## src/cbt_host_defines.vh

```
// constants for the command bus training host sequencer
// Functional notes
// - set FSP write-select in MR13 first
// - read MR0 bit7, find terminating die
// - enter training on terminating rank first
// - CKE low, then raise CK frequency
// - exit: slow CK, CKE high, write trained values
// - enter training on other rank, CKE high
// - terminating rank to FSP1, fast CK, CKE low
// - terminating rank back to FSP0 before exit
// - write trained values, switch FSP, fast CK
// - change CK only after CKE-low delay
// - hold CK, CS, CA low after CKE falls; CK keeps toggling here
// - at least two strobe pulses per setting
// - short settle only for single-step setting
// - program alternate set point before training
// - valid original-rate CK before CKE high
// - CS and CA low before CKE high
// - trained values lost, must be written back
// - training entry sets MR13 bit0 by MRW pair
// - exit: CKE high, long settle, clear bit0
`ifndef CBT_HOST_DEFINES_VH
`define CBT_HOST_DEFINES_VH

// software registers
`define REG_CTRL 8'h00
`define REG_VREF 8'h04
`define REG_CAPAT 8'h08
`define REG_STAT 8'h0C
`define REG_VREFRB 8'h10
`define CTRL_START 0
`define CTRL_NEXT 1
`define VREF_SHORT 8
`define VREF_INIT 7'h4D

// mode registers and values
`define MA_MR0 6'h00
`define MA_MR12 6'h0C
`define MA_MR13 6'h0D
`define MR13_WR1 8'h40
`define MR13_CBT 8'h41
`define MR13_OP1 8'hC0
`define DQ_TERM_BIT 7

// command bus encodings
`define CA_MRW1 6'h06
`define CA_MRW2 6'h16
`define CA_MRR 6'h0E
`define CA_DESEL 6'h00

// sequence actions, rank selects, operand selects
`define ACT_MRW 3'h0
`define ACT_MRR 3'h1
`define ACT_CKEL 3'h2
`define ACT_TRAIN 3'h3
`define ACT_EXIT 3'h4
`define ACT_FAST 3'h5
`define ACT_END 3'h6
`define RS_ALL 3'h0
`define RS_T 3'h1
`define RS_N 3'h2
`define RS_R0 3'h3
`define RS_R1 3'h4
`define OS_WR1 3'h0
`define OS_CBT 3'h1
`define OS_OP1 3'h2
`define OS_VREF 3'h3
`define OS_MR0 3'h4

// timing, ns, and clock
`define CLK_NS 10
`define T_MRD_NS 400
`define T_CKELCK_NS 400
`define T_CKPRECS_NS 400
`define T_CKCKEH_NS 600
`define T_VREF_LONG_NS 2500
`define T_VREF_SHORT_NS 800
`define T_MRR_NS 600
`define T_ECHO_NS 200
`define NS2CYC(t) (((t) + `CLK_NS - 1) / `CLK_NS)
`define CK_HALF_SLOW 4'h8
`define CK_HALF_FAST 4'h2
`define DQS_EDGES 3'h4

`endif

```

## src/cbt_host.v

```verilog
// multi-rank command bus training sequencer, controller side
`timescale 1ns/100ps
`include "cbt_host_defines.vh"
module cbt_host
(
   // clock and reset
   input wire clk,
   input wire arst_n,
   // software port
   input wire [7:0] addr,
   input wire [31:0] wdata,
   input wire wr,
   input wire rd,
   output reg [31:0] rdata,
   // sdram command pins
   output wire ck,
   output reg [1:0] cke,
   output reg [1:0] cs,
   output reg [5:0] ca,
   // sdram data pins
   output reg dqs,
   output reg dqs_oe,
   output reg [6:0] dq_out,
   output reg dq_oe,
   input wire [13:0] dq_in
);

localparam [6:0] S_IDLE = 7'h01;
localparam [6:0] S_GO = 7'h02;
localparam [6:0] S_CMD = 7'h04;
localparam [6:0] S_WAIT = 7'h08;
localparam [6:0] S_PIN = 7'h10;
localparam [6:0] S_TRAIN = 7'h20;
localparam [6:0] S_DONE = 7'h40;

localparam [3:0] K_DQS = 4'h1;
localparam [3:0] K_SETTLE = 4'h2;
localparam [3:0] K_CA = 4'h4;
localparam [3:0] K_ECHO = 4'h8;

localparam [11:0] C_MRD = `NS2CYC(`T_MRD_NS);
localparam [11:0] C_CKELCK = `NS2CYC(`T_CKELCK_NS);
localparam [11:0] C_PRECS = `NS2CYC(`T_CKPRECS_NS);
localparam [11:0] C_CKCKEH = `NS2CYC(`T_CKCKEH_NS);
localparam [11:0] C_VLONG = `NS2CYC(`T_VREF_LONG_NS);
localparam [11:0] C_VSHORT = `NS2CYC(`T_VREF_SHORT_NS);
localparam [11:0] C_MRR = `NS2CYC(`T_MRR_NS);
localparam [11:0] C_ECHO = `NS2CYC(`T_ECHO_NS);

reg [6:0] state;
reg [4:0] step;
reg [1:0] ph;
reg [2:0] cph;
reg [11:0] tmr;
reg fast;
reg [1:0] term;
reg [6:0] vref0;
reg [6:0] vref1;
reg vref_seen;
reg tbusy;
reg [3:0] tkind;
reg [2:0] dqs_cnt;
reg short_ok;
reg [5:0] echo;
reg [5:0] capat;
reg [13:0] dq_m;
reg [13:0] dq_s;
reg [2:0] act;
reg [2:0] rs;
reg [2:0] os;
reg [1:0] rmask;
reg [5:0] ma;
reg [7:0] op;
reg [5:0] cmd_ca;

wire ck_fall;
wire term_sel;
wire [1:0] tm;
wire is_mrr;
wire [2:0] cmd_last;
wire [6:0] vref_cur;
wire [6:0] vref_new;
wire one_step;

ck_divider u_ck
(
   .clk(clk),
   .arst_n(arst_n),
   .fast(fast),
   .ck(ck),
   .ck_fall(ck_fall)
);

// terminating die from MR0 reads; rank 0 when neither reports
assign term_sel = ~term[0] & term[1];
assign tm = term_sel ? 2'b10 : 2'b01;
assign is_mrr = (act == `ACT_MRR);
assign cmd_last = is_mrr ? 3'h2 : 3'h4;
assign vref_cur = rmask[1] ? vref1 : vref0;
assign vref_new = wdata[6:0];
assign one_step = (vref_new == vref_cur + 7'h01) ||
   (vref_cur == vref_new + 7'h01);

// the multi-rank sequence, one action per step
always @*
begin
   case (step)
   5'h00: {act, rs, os} = {`ACT_MRW, `RS_ALL, `OS_WR1};
   5'h01: {act, rs, os} = {`ACT_MRR, `RS_R0, `OS_MR0};
   5'h02: {act, rs, os} = {`ACT_MRR, `RS_R1, `OS_MR0};
   5'h03: {act, rs, os} = {`ACT_MRW, `RS_T, `OS_CBT};
   5'h04: {act, rs, os} = {`ACT_CKEL, `RS_T, `OS_WR1};
   5'h05: {act, rs, os} = {`ACT_TRAIN, `RS_T, `OS_WR1};
   5'h06: {act, rs, os} = {`ACT_EXIT, `RS_T, `OS_WR1};
   5'h07: {act, rs, os} = {`ACT_MRW, `RS_T, `OS_WR1};
   5'h08: {act, rs, os} = {`ACT_MRW, `RS_T, `OS_VREF};
   5'h09: {act, rs, os} = {`ACT_MRW, `RS_N, `OS_CBT};
   5'h0A: {act, rs, os} = {`ACT_MRW, `RS_T, `OS_OP1};
   5'h0B: {act, rs, os} = {`ACT_FAST, `RS_T, `OS_WR1};
   5'h0C: {act, rs, os} = {`ACT_CKEL, `RS_N, `OS_WR1};
   5'h0D: {act, rs, os} = {`ACT_TRAIN, `RS_N, `OS_WR1};
   5'h0E: {act, rs, os} = {`ACT_MRW, `RS_T, `OS_WR1};
   5'h0F: {act, rs, os} = {`ACT_EXIT, `RS_N, `OS_WR1};
   5'h10: {act, rs, os} = {`ACT_MRW, `RS_N, `OS_WR1};
   5'h11: {act, rs, os} = {`ACT_MRW, `RS_N, `OS_VREF};
   5'h12: {act, rs, os} = {`ACT_MRW, `RS_T, `OS_OP1};
   5'h13: {act, rs, os} = {`ACT_FAST, `RS_T, `OS_WR1};
   default: {act, rs, os} = {`ACT_END, `RS_ALL, `OS_WR1};
   endcase
end

always @*
begin
   case (rs)
   `RS_T: rmask = tm;
   `RS_N: rmask = ~tm;
   `RS_R0: rmask = 2'b01;
   `RS_R1: rmask = 2'b10;
   default: rmask = 2'b11;
   endcase
   case (os)
   `OS_CBT: {ma, op} = {`MA_MR13, `MR13_CBT};
   `OS_OP1: {ma, op} = {`MA_MR13, `MR13_OP1};
   `OS_VREF: {ma, op} = {`MA_MR12, 1'b0, vref_cur};
   `OS_MR0: {ma, op} = {`MA_MR0, 8'h00};
   default: {ma, op} = {`MA_MR13, `MR13_WR1};
   endcase
   case (cph)
   3'h0: cmd_ca = is_mrr ? `CA_MRR : (`CA_MRW1 | {op[7], 5'h00});
   3'h1: cmd_ca = ma;
   3'h2: cmd_ca = `CA_MRW2 | {op[6], 5'h00};
   default: cmd_ca = op[5:0];
   endcase
end

// data pins come from another domain
always @(posedge clk or negedge arst_n)
begin
   if (!arst_n)
   begin
      dq_m <= 14'h0000;
      dq_s <= 14'h0000;
   end
   else
   begin
      dq_m <= dq_in;
      dq_s <= dq_m;
   end
end

always @(posedge clk or negedge arst_n)
begin
   if (!arst_n)
   begin
      state <= S_IDLE;
      step <= 5'h00;
      ph <= 2'h0;
      cph <= 3'h0;
      tmr <= 12'h000;
      fast <= 1'b0;
      cke <= 2'b11;
      cs <= 2'b00;
      ca <= `CA_DESEL;
      dqs <= 1'b0;
      dqs_oe <= 1'b0;
      dq_out <= 7'h00;
      dq_oe <= 1'b0;
      term <= 2'b00;
      vref0 <= `VREF_INIT;
      vref1 <= `VREF_INIT;
      vref_seen <= 1'b0;
      tbusy <= 1'b0;
      tkind <= K_DQS;
      dqs_cnt <= 3'h0;
      short_ok <= 1'b0;
      echo <= 6'h00;
      capat <= 6'h00;
   end
   else
   begin
      if (tmr != 12'h000)
         tmr <= tmr - 12'h001;
      case (state)
      S_IDLE, S_DONE:
         if (wr && addr == `REG_CTRL && wdata[`CTRL_START])
         begin
            step <= 5'h00;
            term <= 2'b00;
            state <= S_GO;
         end
      S_GO:
      begin
         ph <= 2'h0;
         cph <= 3'h0;
         vref_seen <= 1'b0;
         case (act)
         `ACT_MRW, `ACT_MRR: state <= S_CMD;
         `ACT_TRAIN: state <= S_TRAIN;
         `ACT_END: state <= S_DONE;
         default: state <= S_PIN;
         endcase
      end
      // MRW in two parts, MRR in one, CS high on the first CK of each part
      S_CMD:
         if (ck_fall)
         begin
            cph <= cph + 3'h1;
            cs <= 2'b00;
            ca <= `CA_DESEL;
            if (cph == cmd_last)
            begin
               tmr <= is_mrr ? C_MRR : C_MRD;
               state <= S_WAIT;
            end
            else
            begin
               cs <= cph[0] ? 2'b00 : rmask;
               ca <= cmd_ca;
            end
         end
      S_WAIT:
         if (tmr == 12'h000)
         begin
            if (is_mrr)
               term <= term | (rmask & {2{dq_s[`DQ_TERM_BIT]}});
            step <= step + 5'h01;
            state <= S_GO;
         end
      S_PIN:
         case (ph)
         2'h0:
         begin
            ph <= 2'h1;
            cs <= 2'b00;
            ca <= `CA_DESEL;
            if (act == `ACT_CKEL)
            begin
               cke <= cke & ~rmask;
               tmr <= C_CKELCK;
            end
            else if (act == `ACT_EXIT)
            begin
               fast <= 1'b0;
               tmr <= C_CKCKEH;
            end
            else
            begin
               fast <= 1'b1;
               tmr <= C_PRECS;
            end
         end
         2'h1:
            if (tmr == 12'h000)
            begin
               if (act == `ACT_FAST)
               begin
                  step <= step + 5'h01;
                  state <= S_GO;
               end
               else
                  ph <= 2'h2;
            end
         2'h2:
         begin
            ph <= 2'h3;
            if (act == `ACT_CKEL)
            begin
               fast <= 1'b1;
               tmr <= C_PRECS;
            end
            else
            begin
               cke <= cke | rmask;
               tmr <= C_VLONG;
            end
         end
         default:
            if (tmr == 12'h000)
            begin
               step <= step + 5'h01;
               state <= S_GO;
            end
         endcase
      S_TRAIN:
         if (!tbusy)
         begin
            if (wr && addr == `REG_VREF)
            begin
               dq_out <= vref_new;
               dq_oe <= 1'b1;
               dqs_oe <= 1'b1;
               dqs_cnt <= `DQS_EDGES;
               short_ok <= wdata[`VREF_SHORT] && one_step;
               if (rmask[1])
                  vref1 <= vref_new;
               else
                  vref0 <= vref_new;
               vref_seen <= 1'b1;
               tbusy <= 1'b1;
               tkind <= K_DQS;
            end
            else if (wr && addr == `REG_CAPAT)
            begin
               capat <= wdata[5:0];
               cph <= 3'h0;
               tbusy <= 1'b1;
               tkind <= K_CA;
            end
            else if (wr && addr == `REG_CTRL && wdata[`CTRL_NEXT] &&
               vref_seen)
            begin
               step <= step + 5'h01;
               state <= S_GO;
            end
         end
         else
            case (tkind)
            K_DQS:
               if (ck_fall)
               begin
                  if (dqs_cnt != 3'h0)
                  begin
                     dqs <= ~dqs;
                     dqs_cnt <= dqs_cnt - 3'h1;
                  end
                  else
                  begin
                     tmr <= short_ok ? C_VSHORT : C_VLONG;
                     tkind <= K_SETTLE;
                  end
               end
            K_SETTLE:
               if (tmr == 12'h000)
               begin
                  tbusy <= 1'b0;
                  dq_oe <= 1'b0;
                  dqs_oe <= 1'b0;
               end
            K_CA:
               if (ck_fall)
               begin
                  cph <= 3'h1;
                  cs <= rmask;
                  ca <= capat;
                  if (cph != 3'h0)
                  begin
                     cs <= 2'b00;
                     ca <= `CA_DESEL;
                     tmr <= C_ECHO;
                     tkind <= K_ECHO;
                  end
               end
            default:
               if (tmr == 12'h000)
               begin
                  echo <= dq_s[13:8];
                  tbusy <= 1'b0;
               end
            endcase
      default:
         state <= S_IDLE;
      endcase
   end
end

// read data stands only in the cycle after the strobe
always @(posedge clk or negedge arst_n)
begin
   if (!arst_n)
      rdata <= 32'h00000000;
   else if (rd && addr == `REG_STAT)
      rdata <= {7'h00, state, step, tbusy, term, term_sel,
         (echo == capat), echo, vref_seen, fast};
   else if (rd && addr == `REG_VREFRB)
      rdata <= {18'h00000, vref1, vref0};
   else if (rd && addr == `REG_CAPAT)
      rdata <= {26'h0000000, capat};
   else
      rdata <= 32'h00000000;
end

endmodule // cbt_host

```

## src/ck_divider.v

```verilog
// link clock divider with slow and fast rates
`timescale 1ns/100ps
`include "cbt_host_defines.vh"
module ck_divider
(
   // clock and reset
   input wire clk,
   input wire arst_n,
   // rate select
   input wire fast,
   // link clock and its falling-edge enable
   output reg ck,
   output reg ck_fall
);

reg [3:0] cnt;
reg sel;
wire [3:0] half;

assign half = sel ? `CK_HALF_FAST : `CK_HALF_SLOW;

// rate changes only at a toggle, so no runt phase reaches the pin
always @(posedge clk or negedge arst_n)
begin
   if (!arst_n)
   begin
      cnt <= 4'h0;
      sel <= 1'b0;
      ck <= 1'b0;
      ck_fall <= 1'b0;
   end
   else if (cnt == half - 4'h1)
   begin
      cnt <= 4'h0;
      ck <= ~ck;
      ck_fall <= ck;
      sel <= fast;
   end
   else
   begin
      cnt <= cnt + 4'h1;
      ck_fall <= 1'b0;
   end
end

endmodule // ck_divider
```

## config.mk

```make
export PLATFORM = sky130hd
export DESIGN_NAME = cbt_host
export DESIGN_NICKNAME = d
export VERILOG_FILES = /design/src/cbt_host.v /design/src/ck_divider.v
export VERILOG_INCLUDE_DIRS = /design/src /design/src/src
export SDC_FILE = /design/constraint.sdc
export NUM_CORES = 1
export LEC_CHECK = 0
export BUFFER_PORTS_ARGS = -buffer_cell sky130_fd_sc_hd__buf_2
export CORE_MARGIN = 5
export CORE_UTILIZATION = 39
export CTS_CLUSTER_SIZE = 25
export DETAILED_ROUTE_END_ITERATION = 10
export GPL_TIMING_DRIVEN = 0
export MAX_ROUTING_LAYER = met4
export RECOVER_POWER = 50
export SLEW_MARGIN = 40
export SYNTH_ARGS = -nofsm -noshare
export SYNTH_HDL_FRONTEND = slang
export SYNTH_SLANG_ARGS = --single-unit
```

## constraint.sdc

```tcl
create_clock -name clk -period 6.6 [get_ports clk]
set_input_delay 0 -clock clk [delete_from_list [all_inputs] [get_ports clk]]
set_output_delay 0 -clock clk [all_outputs]
set_load 0.05 [all_outputs]
```

# After elaboration in Yosys (flattened, before gate mapping)
# Memory sizes are Yosys's and may differ from the RTL's.
# Index checks and enable logic that the tools add are counted.
# totals
romBits	288
memories	1
out_inout_bits	53
register_bits	154
# op_classes
muxes	116
add_sub_neg	8
n_reduce_logical	51
bitwise	14
eq_ne	74
# mem_list
name	words	width	read_ports	rd_clocked_by_memory_dff	wr	line_no	text
(name not given)	32	9	1	0	0	cbt_host.v:107	case (step)
# ops
op	n
$mux W12	8
$mux W7	11
$mux W5	11
$mux W6	9
$pmux W12 S2	2
$pmux W7 S6	1
$mux W3	12
$mux W4	9
$pmux W12 S3	1
$pmux W6 S3	2
$reduce_and A4 Y1	9
$ne A2 B2 Y1 const B	17
$mux W2	16
$pmux W8 S4	1
$mux W25	1
$ne A3 B3 Y1 const B	8
$eq A3 B2 Y1 const B	7
$pmux W7 S3	1
$pmux W5 S4	1
$eq A8 B4 Y1 const B	2
$mux W8	2
$pmux W4 S2	2
$eq A3 B3 Y1 const B	5
$reduce_bool A3 Y1	5
61 further kinds	120

# Depth between registers and ports, before layout
# logic_depth
word_depth	12
depth_mapped	13
mapped_depth_nobuf	13

# Cells and area by module
# A second synthesis with hierarchy kept.
# unflattened
cells_unflattened	776
hier_area_um2	7443.4
# by_module_without_submodules
mod	area_each_um2	instances	cells_each
cbt_host	7114.3	1	745
ck_divider	329.1	1	31

# Worst setup path before layout
# No wires, ideal clock.
# synth_path
path_kind	reg2reg
startpoint	register step[1]
endpoint	register state[4]
setup_slack_ps	3439
setup_time_ps	125
path_stages_with_launch	11
t_arrival_ps	3036
path_buffers	0
path_cell_list	dfrtp_1 > inv_1 > ha_1 > mux4_2 > mux2i_2 > nor3_1 > nand3b_1 > a211o_1 > or4b_1 > nand2_2 > mux2_2
# synth_via
elab_chain_len	6
# synth_lines
element	line_no	text
from (decl)	cbt_host.v:51	reg [4:0] step;
from (signal assigned)	cbt_host.v:246	step <= step + 5'h01;
from (signal assigned)	cbt_host.v:277	step <= step + 5'h01;
from (signal assigned)	cbt_host.v:300	step <= step + 5'h01;
$mem_v2 Z32 W9 (*)	-	
$eq A3 B1 Y1	cbt_host.v:216	case (act)
$mux W3	cbt_host.v:98	assign cmd_last = is_mrr ? 3'h2 : 3'h4;
$eq A3 B3 Y1	cbt_host.v:230	if (cph == cmd_last)
$ne A2 B2 Y1 (no source line)	-	
$reduce_and A10 Y1 (no source line)	-	
to (signal assigned)	cbt_host.v:220	default: state <= S_PIN;
to (signal assigned)	cbt_host.v:233	state <= S_WAIT;
to (signal assigned)	cbt_host.v:247	state <= S_GO;
to (decl)	cbt_host.v:50	reg [6:0] state;
# Every way passes the cells marked *; elsewhere a longest branch is shown, timed or not.
# A chain may end at the register's enable or synchronous reset.

==> reports/results.ini <==
[critical_path]
critPathBufInv=3
cp.required_ns=6.78
crit_path_end_kind=asynchronous set/reset pin
slowest_delay_ns=2.26
cp_max_fo=74
path_class=input port to asynchronous set/reset pin
cp-start-kind=input port
path_cells=dlygate4sd3_1 > clkbuf_1 > clkbuf_2
path_delay_family=buffers and inverters
arrival_ns=4.52
crit_slowest_cell=clkbuf_1

[cells_and_area]
syn2layout_area_growth_pct=18.2
finalCoreUtilization_pct=46.9
drive_above_1_share_pct=20.1
fin_cells=1122
fin_area_sq_um=8770
multi_input_area_sq_um=3790
fillCellCount=1814
regArea_sq_um=3340
nets=953

[global_route]
grt_first_pass_wirelength_um=32700
overflow=0
grt_pass1_vias=5928
antenna_found_initial=0
grtUsageMet3_pct=3.40
grt_usage_pct=19.4
met2_usage_pct=28.5
top_usage_layer=met2
grt_max_degree=75
grt_use_met1_pct=27.6

[floorplanning]
die_h_um=148
row_count=50
io-pin-count=111
start_util_pct=39.7
dieArea_sq_um=21900
fp.dieW_um=148
core_area_sq_um=18700

[clocking]
h-tree-depth=4
ctsRootBufferMaster=clkbuf_16
cts_buffers=17
cts_tree=yes
cts_buffer_depth=2
cts.sinks=133
post_cts_buffers=0
clkLatencyLatePin_ns=0.43
clkTransAtPathRegs_ns=0.07

[place]
post-dp-hpwl_um=14500
io_buffer_count=69
placed_area_sq_um=8120
placed_cells=1078
place.gp.congestion=0.886

[synthesis]
seq_area_frac_synth_pct=45.1
netlist_instances=768
ys_async_sr_fraction_pct=100
synthTopCellsByArea=dfrtp_1 (41%), mux2_2 (5.3%), dfstp_2 (4.2%), nand2_1 (3.6%), ha_1 (3.5%)
ys_ff_latch=133
synth_warnings=0
synth.cell_area_sq_um=7420
synth-edff-count=0
synth_area_leader_cell=dfrtp_1
synthDistinctLibCells=78
ys.flop_type=dfrtp_1
syn_area_per_cell_sq_um=9.66
synth_top_area_share_pct=40.8

[sta]
hold_ws_ns=0.0475
rsz0062_at_grt=no
max_slew_margin_pct=-115
period_minus_slack_ns=4.34
setup_tns_ns=0
hold_viol=0
slew_violations=136
setup-violations-final=0
finalClockSkew_ns=0.00882
clock.fmax_mhz=230
fin_crit_sh_pct=65.8
worst_pin_slew_ns=3.23

[outcome]
violations=max-capacitance violations, max-slew violations
status=complete, but fails checks

[detailed_routing]
drtIter0Drc=511
via_per_inst=5.43
first_pass_iters=5
wl_um=20000
drc=0
ant_nets=0
wl_per_cell_um=17.9
vias=6094

[min_path]
hp-class=input port to register

[pwr]
power_leakage_nw=4.08
peakVddDrop_v=0.000152
power_density_nw_per_um2=280

[flow_run]
cap_viol_max_count=2

## power breakdown
group          switching (W)  total [W]  internal (W)
combinational       0.000341   0.000543      0.000203
sequential         0.0000676   0.000959      0.000891
clock               0.000419   0.000955      0.000536
total               0.000827    0.00246       0.00163
## logic make-up (layout without fill, tap and decap cells)
kind of cell / after synthesis / count (layout) / synth area share, %
buf+inv: 74 / 187 / 4.22
other cells: 1 / 8 / 0.0505
compound gates: 171 / 171 / 15.4
flops: 133 / 133 / 45.1
fa+ha+maj: 21 / 21 / 3.54
mux: 44 / 44 / 6.83
xor+xnor: 38 / 38 / 4.49
simple gates: 286 / 286 / 20.5
## timing repair
action	in CTS	in global routing
endpoints found under the setup margin	0	0
hold buffers	10	0
gates resized for setup	0	0
endpoints found under the hold margin	136	0
## tightest hold or removal path, stage by stage
cell,delay (ns)
buf_2,0.12
nor4b_1,0.08
a21oi_1,0.16
o31ai_1,0.08
## cells in the mapped netlist (all sizes together) (19+ instances only)
cell	n
nand2	74
a21oi	39
nor2	60
clkbuf	28
o21ai	44
xnor2	25
dfrtp	121
ha	21
and2	19
mux2	37
nand3	19
inv	32
## routing by layer
layer	part of all wire, %	up-vias
met1	48	2929
li1	-	2936
met3	5.7	28
met4	2.0	0
met5	0	-
met2	44	201
## placed cells by master (no fill, tap or decap), drive strengths merged, types with 8 or more instances in the layout
cell type	n
dfrtp	121
buf	76
nand2	74
nor2	60
clkbuf	54
o21ai	44
inv	42
a21oi	39
mux2	37
xnor2	25
ha	21
and2	19
nand3	19
nand2b	16
nor3	14
and3	13
a22o	13
xor2	13
nor2b	12
o31ai	12
dfstp	12
a31oi	11
dlygate4sd3	10
nor3b	8
nand3b	8
## path summary, 6_finish.rpt
check | startpoint | to | slack [ns] | depth (start not counted)
hold reg to reg | dq_m[11] | dq_s[11] | 0.35 | 0
hold / removal | addr[1] | tkind[2] | 0.05 | 4
setup / recovery | arst_n | cph[0] | 2.26 | 3
min in group asynchronous | arst_n | step[0] | 1.19 | 2
max in group clk | step[0] | short_ok | 2.60 | 13
setup reg to reg | step[0] | short_ok | 2.60 | 13
## sequential cells by signal, summed over array words and instances (netlist names), 2 cells and up, named ones only
signal and flops:
rdata 25, tmr 12, dq_m 7, dq_out 7, dq_s 7, state 7, vref0 7, vref1 7
ca 6, capat 6, echo 6, step 5, tkind 4, u_ck.cnt 4, cph 3, dqs_cnt 3
cs 2, ph 2, term 2
## per-stage QoR
| step | setup slack (ns) | total power (W) |
|---|---|---|
| after floorplan | 3.44 | 0.00136 |
| after global placement | 2.59 | 0.00150 |
| after detailed placement | 2.62 | 0.00151 |
| after CTS | 2.60 | 0.00248 |
| after global routing | 1.19 | 0.00258 |
| final | 2.26 | 0.00246 |
## cell type report
class                   instances  area share [%]
flip-flops and latches        133            38.1
repair buffers                 81            5.08
plain buffers                  42            2.20
well taps                     234            3.34
clock buffers                  17            4.85
diodes                          1          0.0285
clock inverters                15            1.83
inverters                      32            1.37
multi-input cells             567            43.2
No activity file was read; power rests on OpenSTA's default activity.
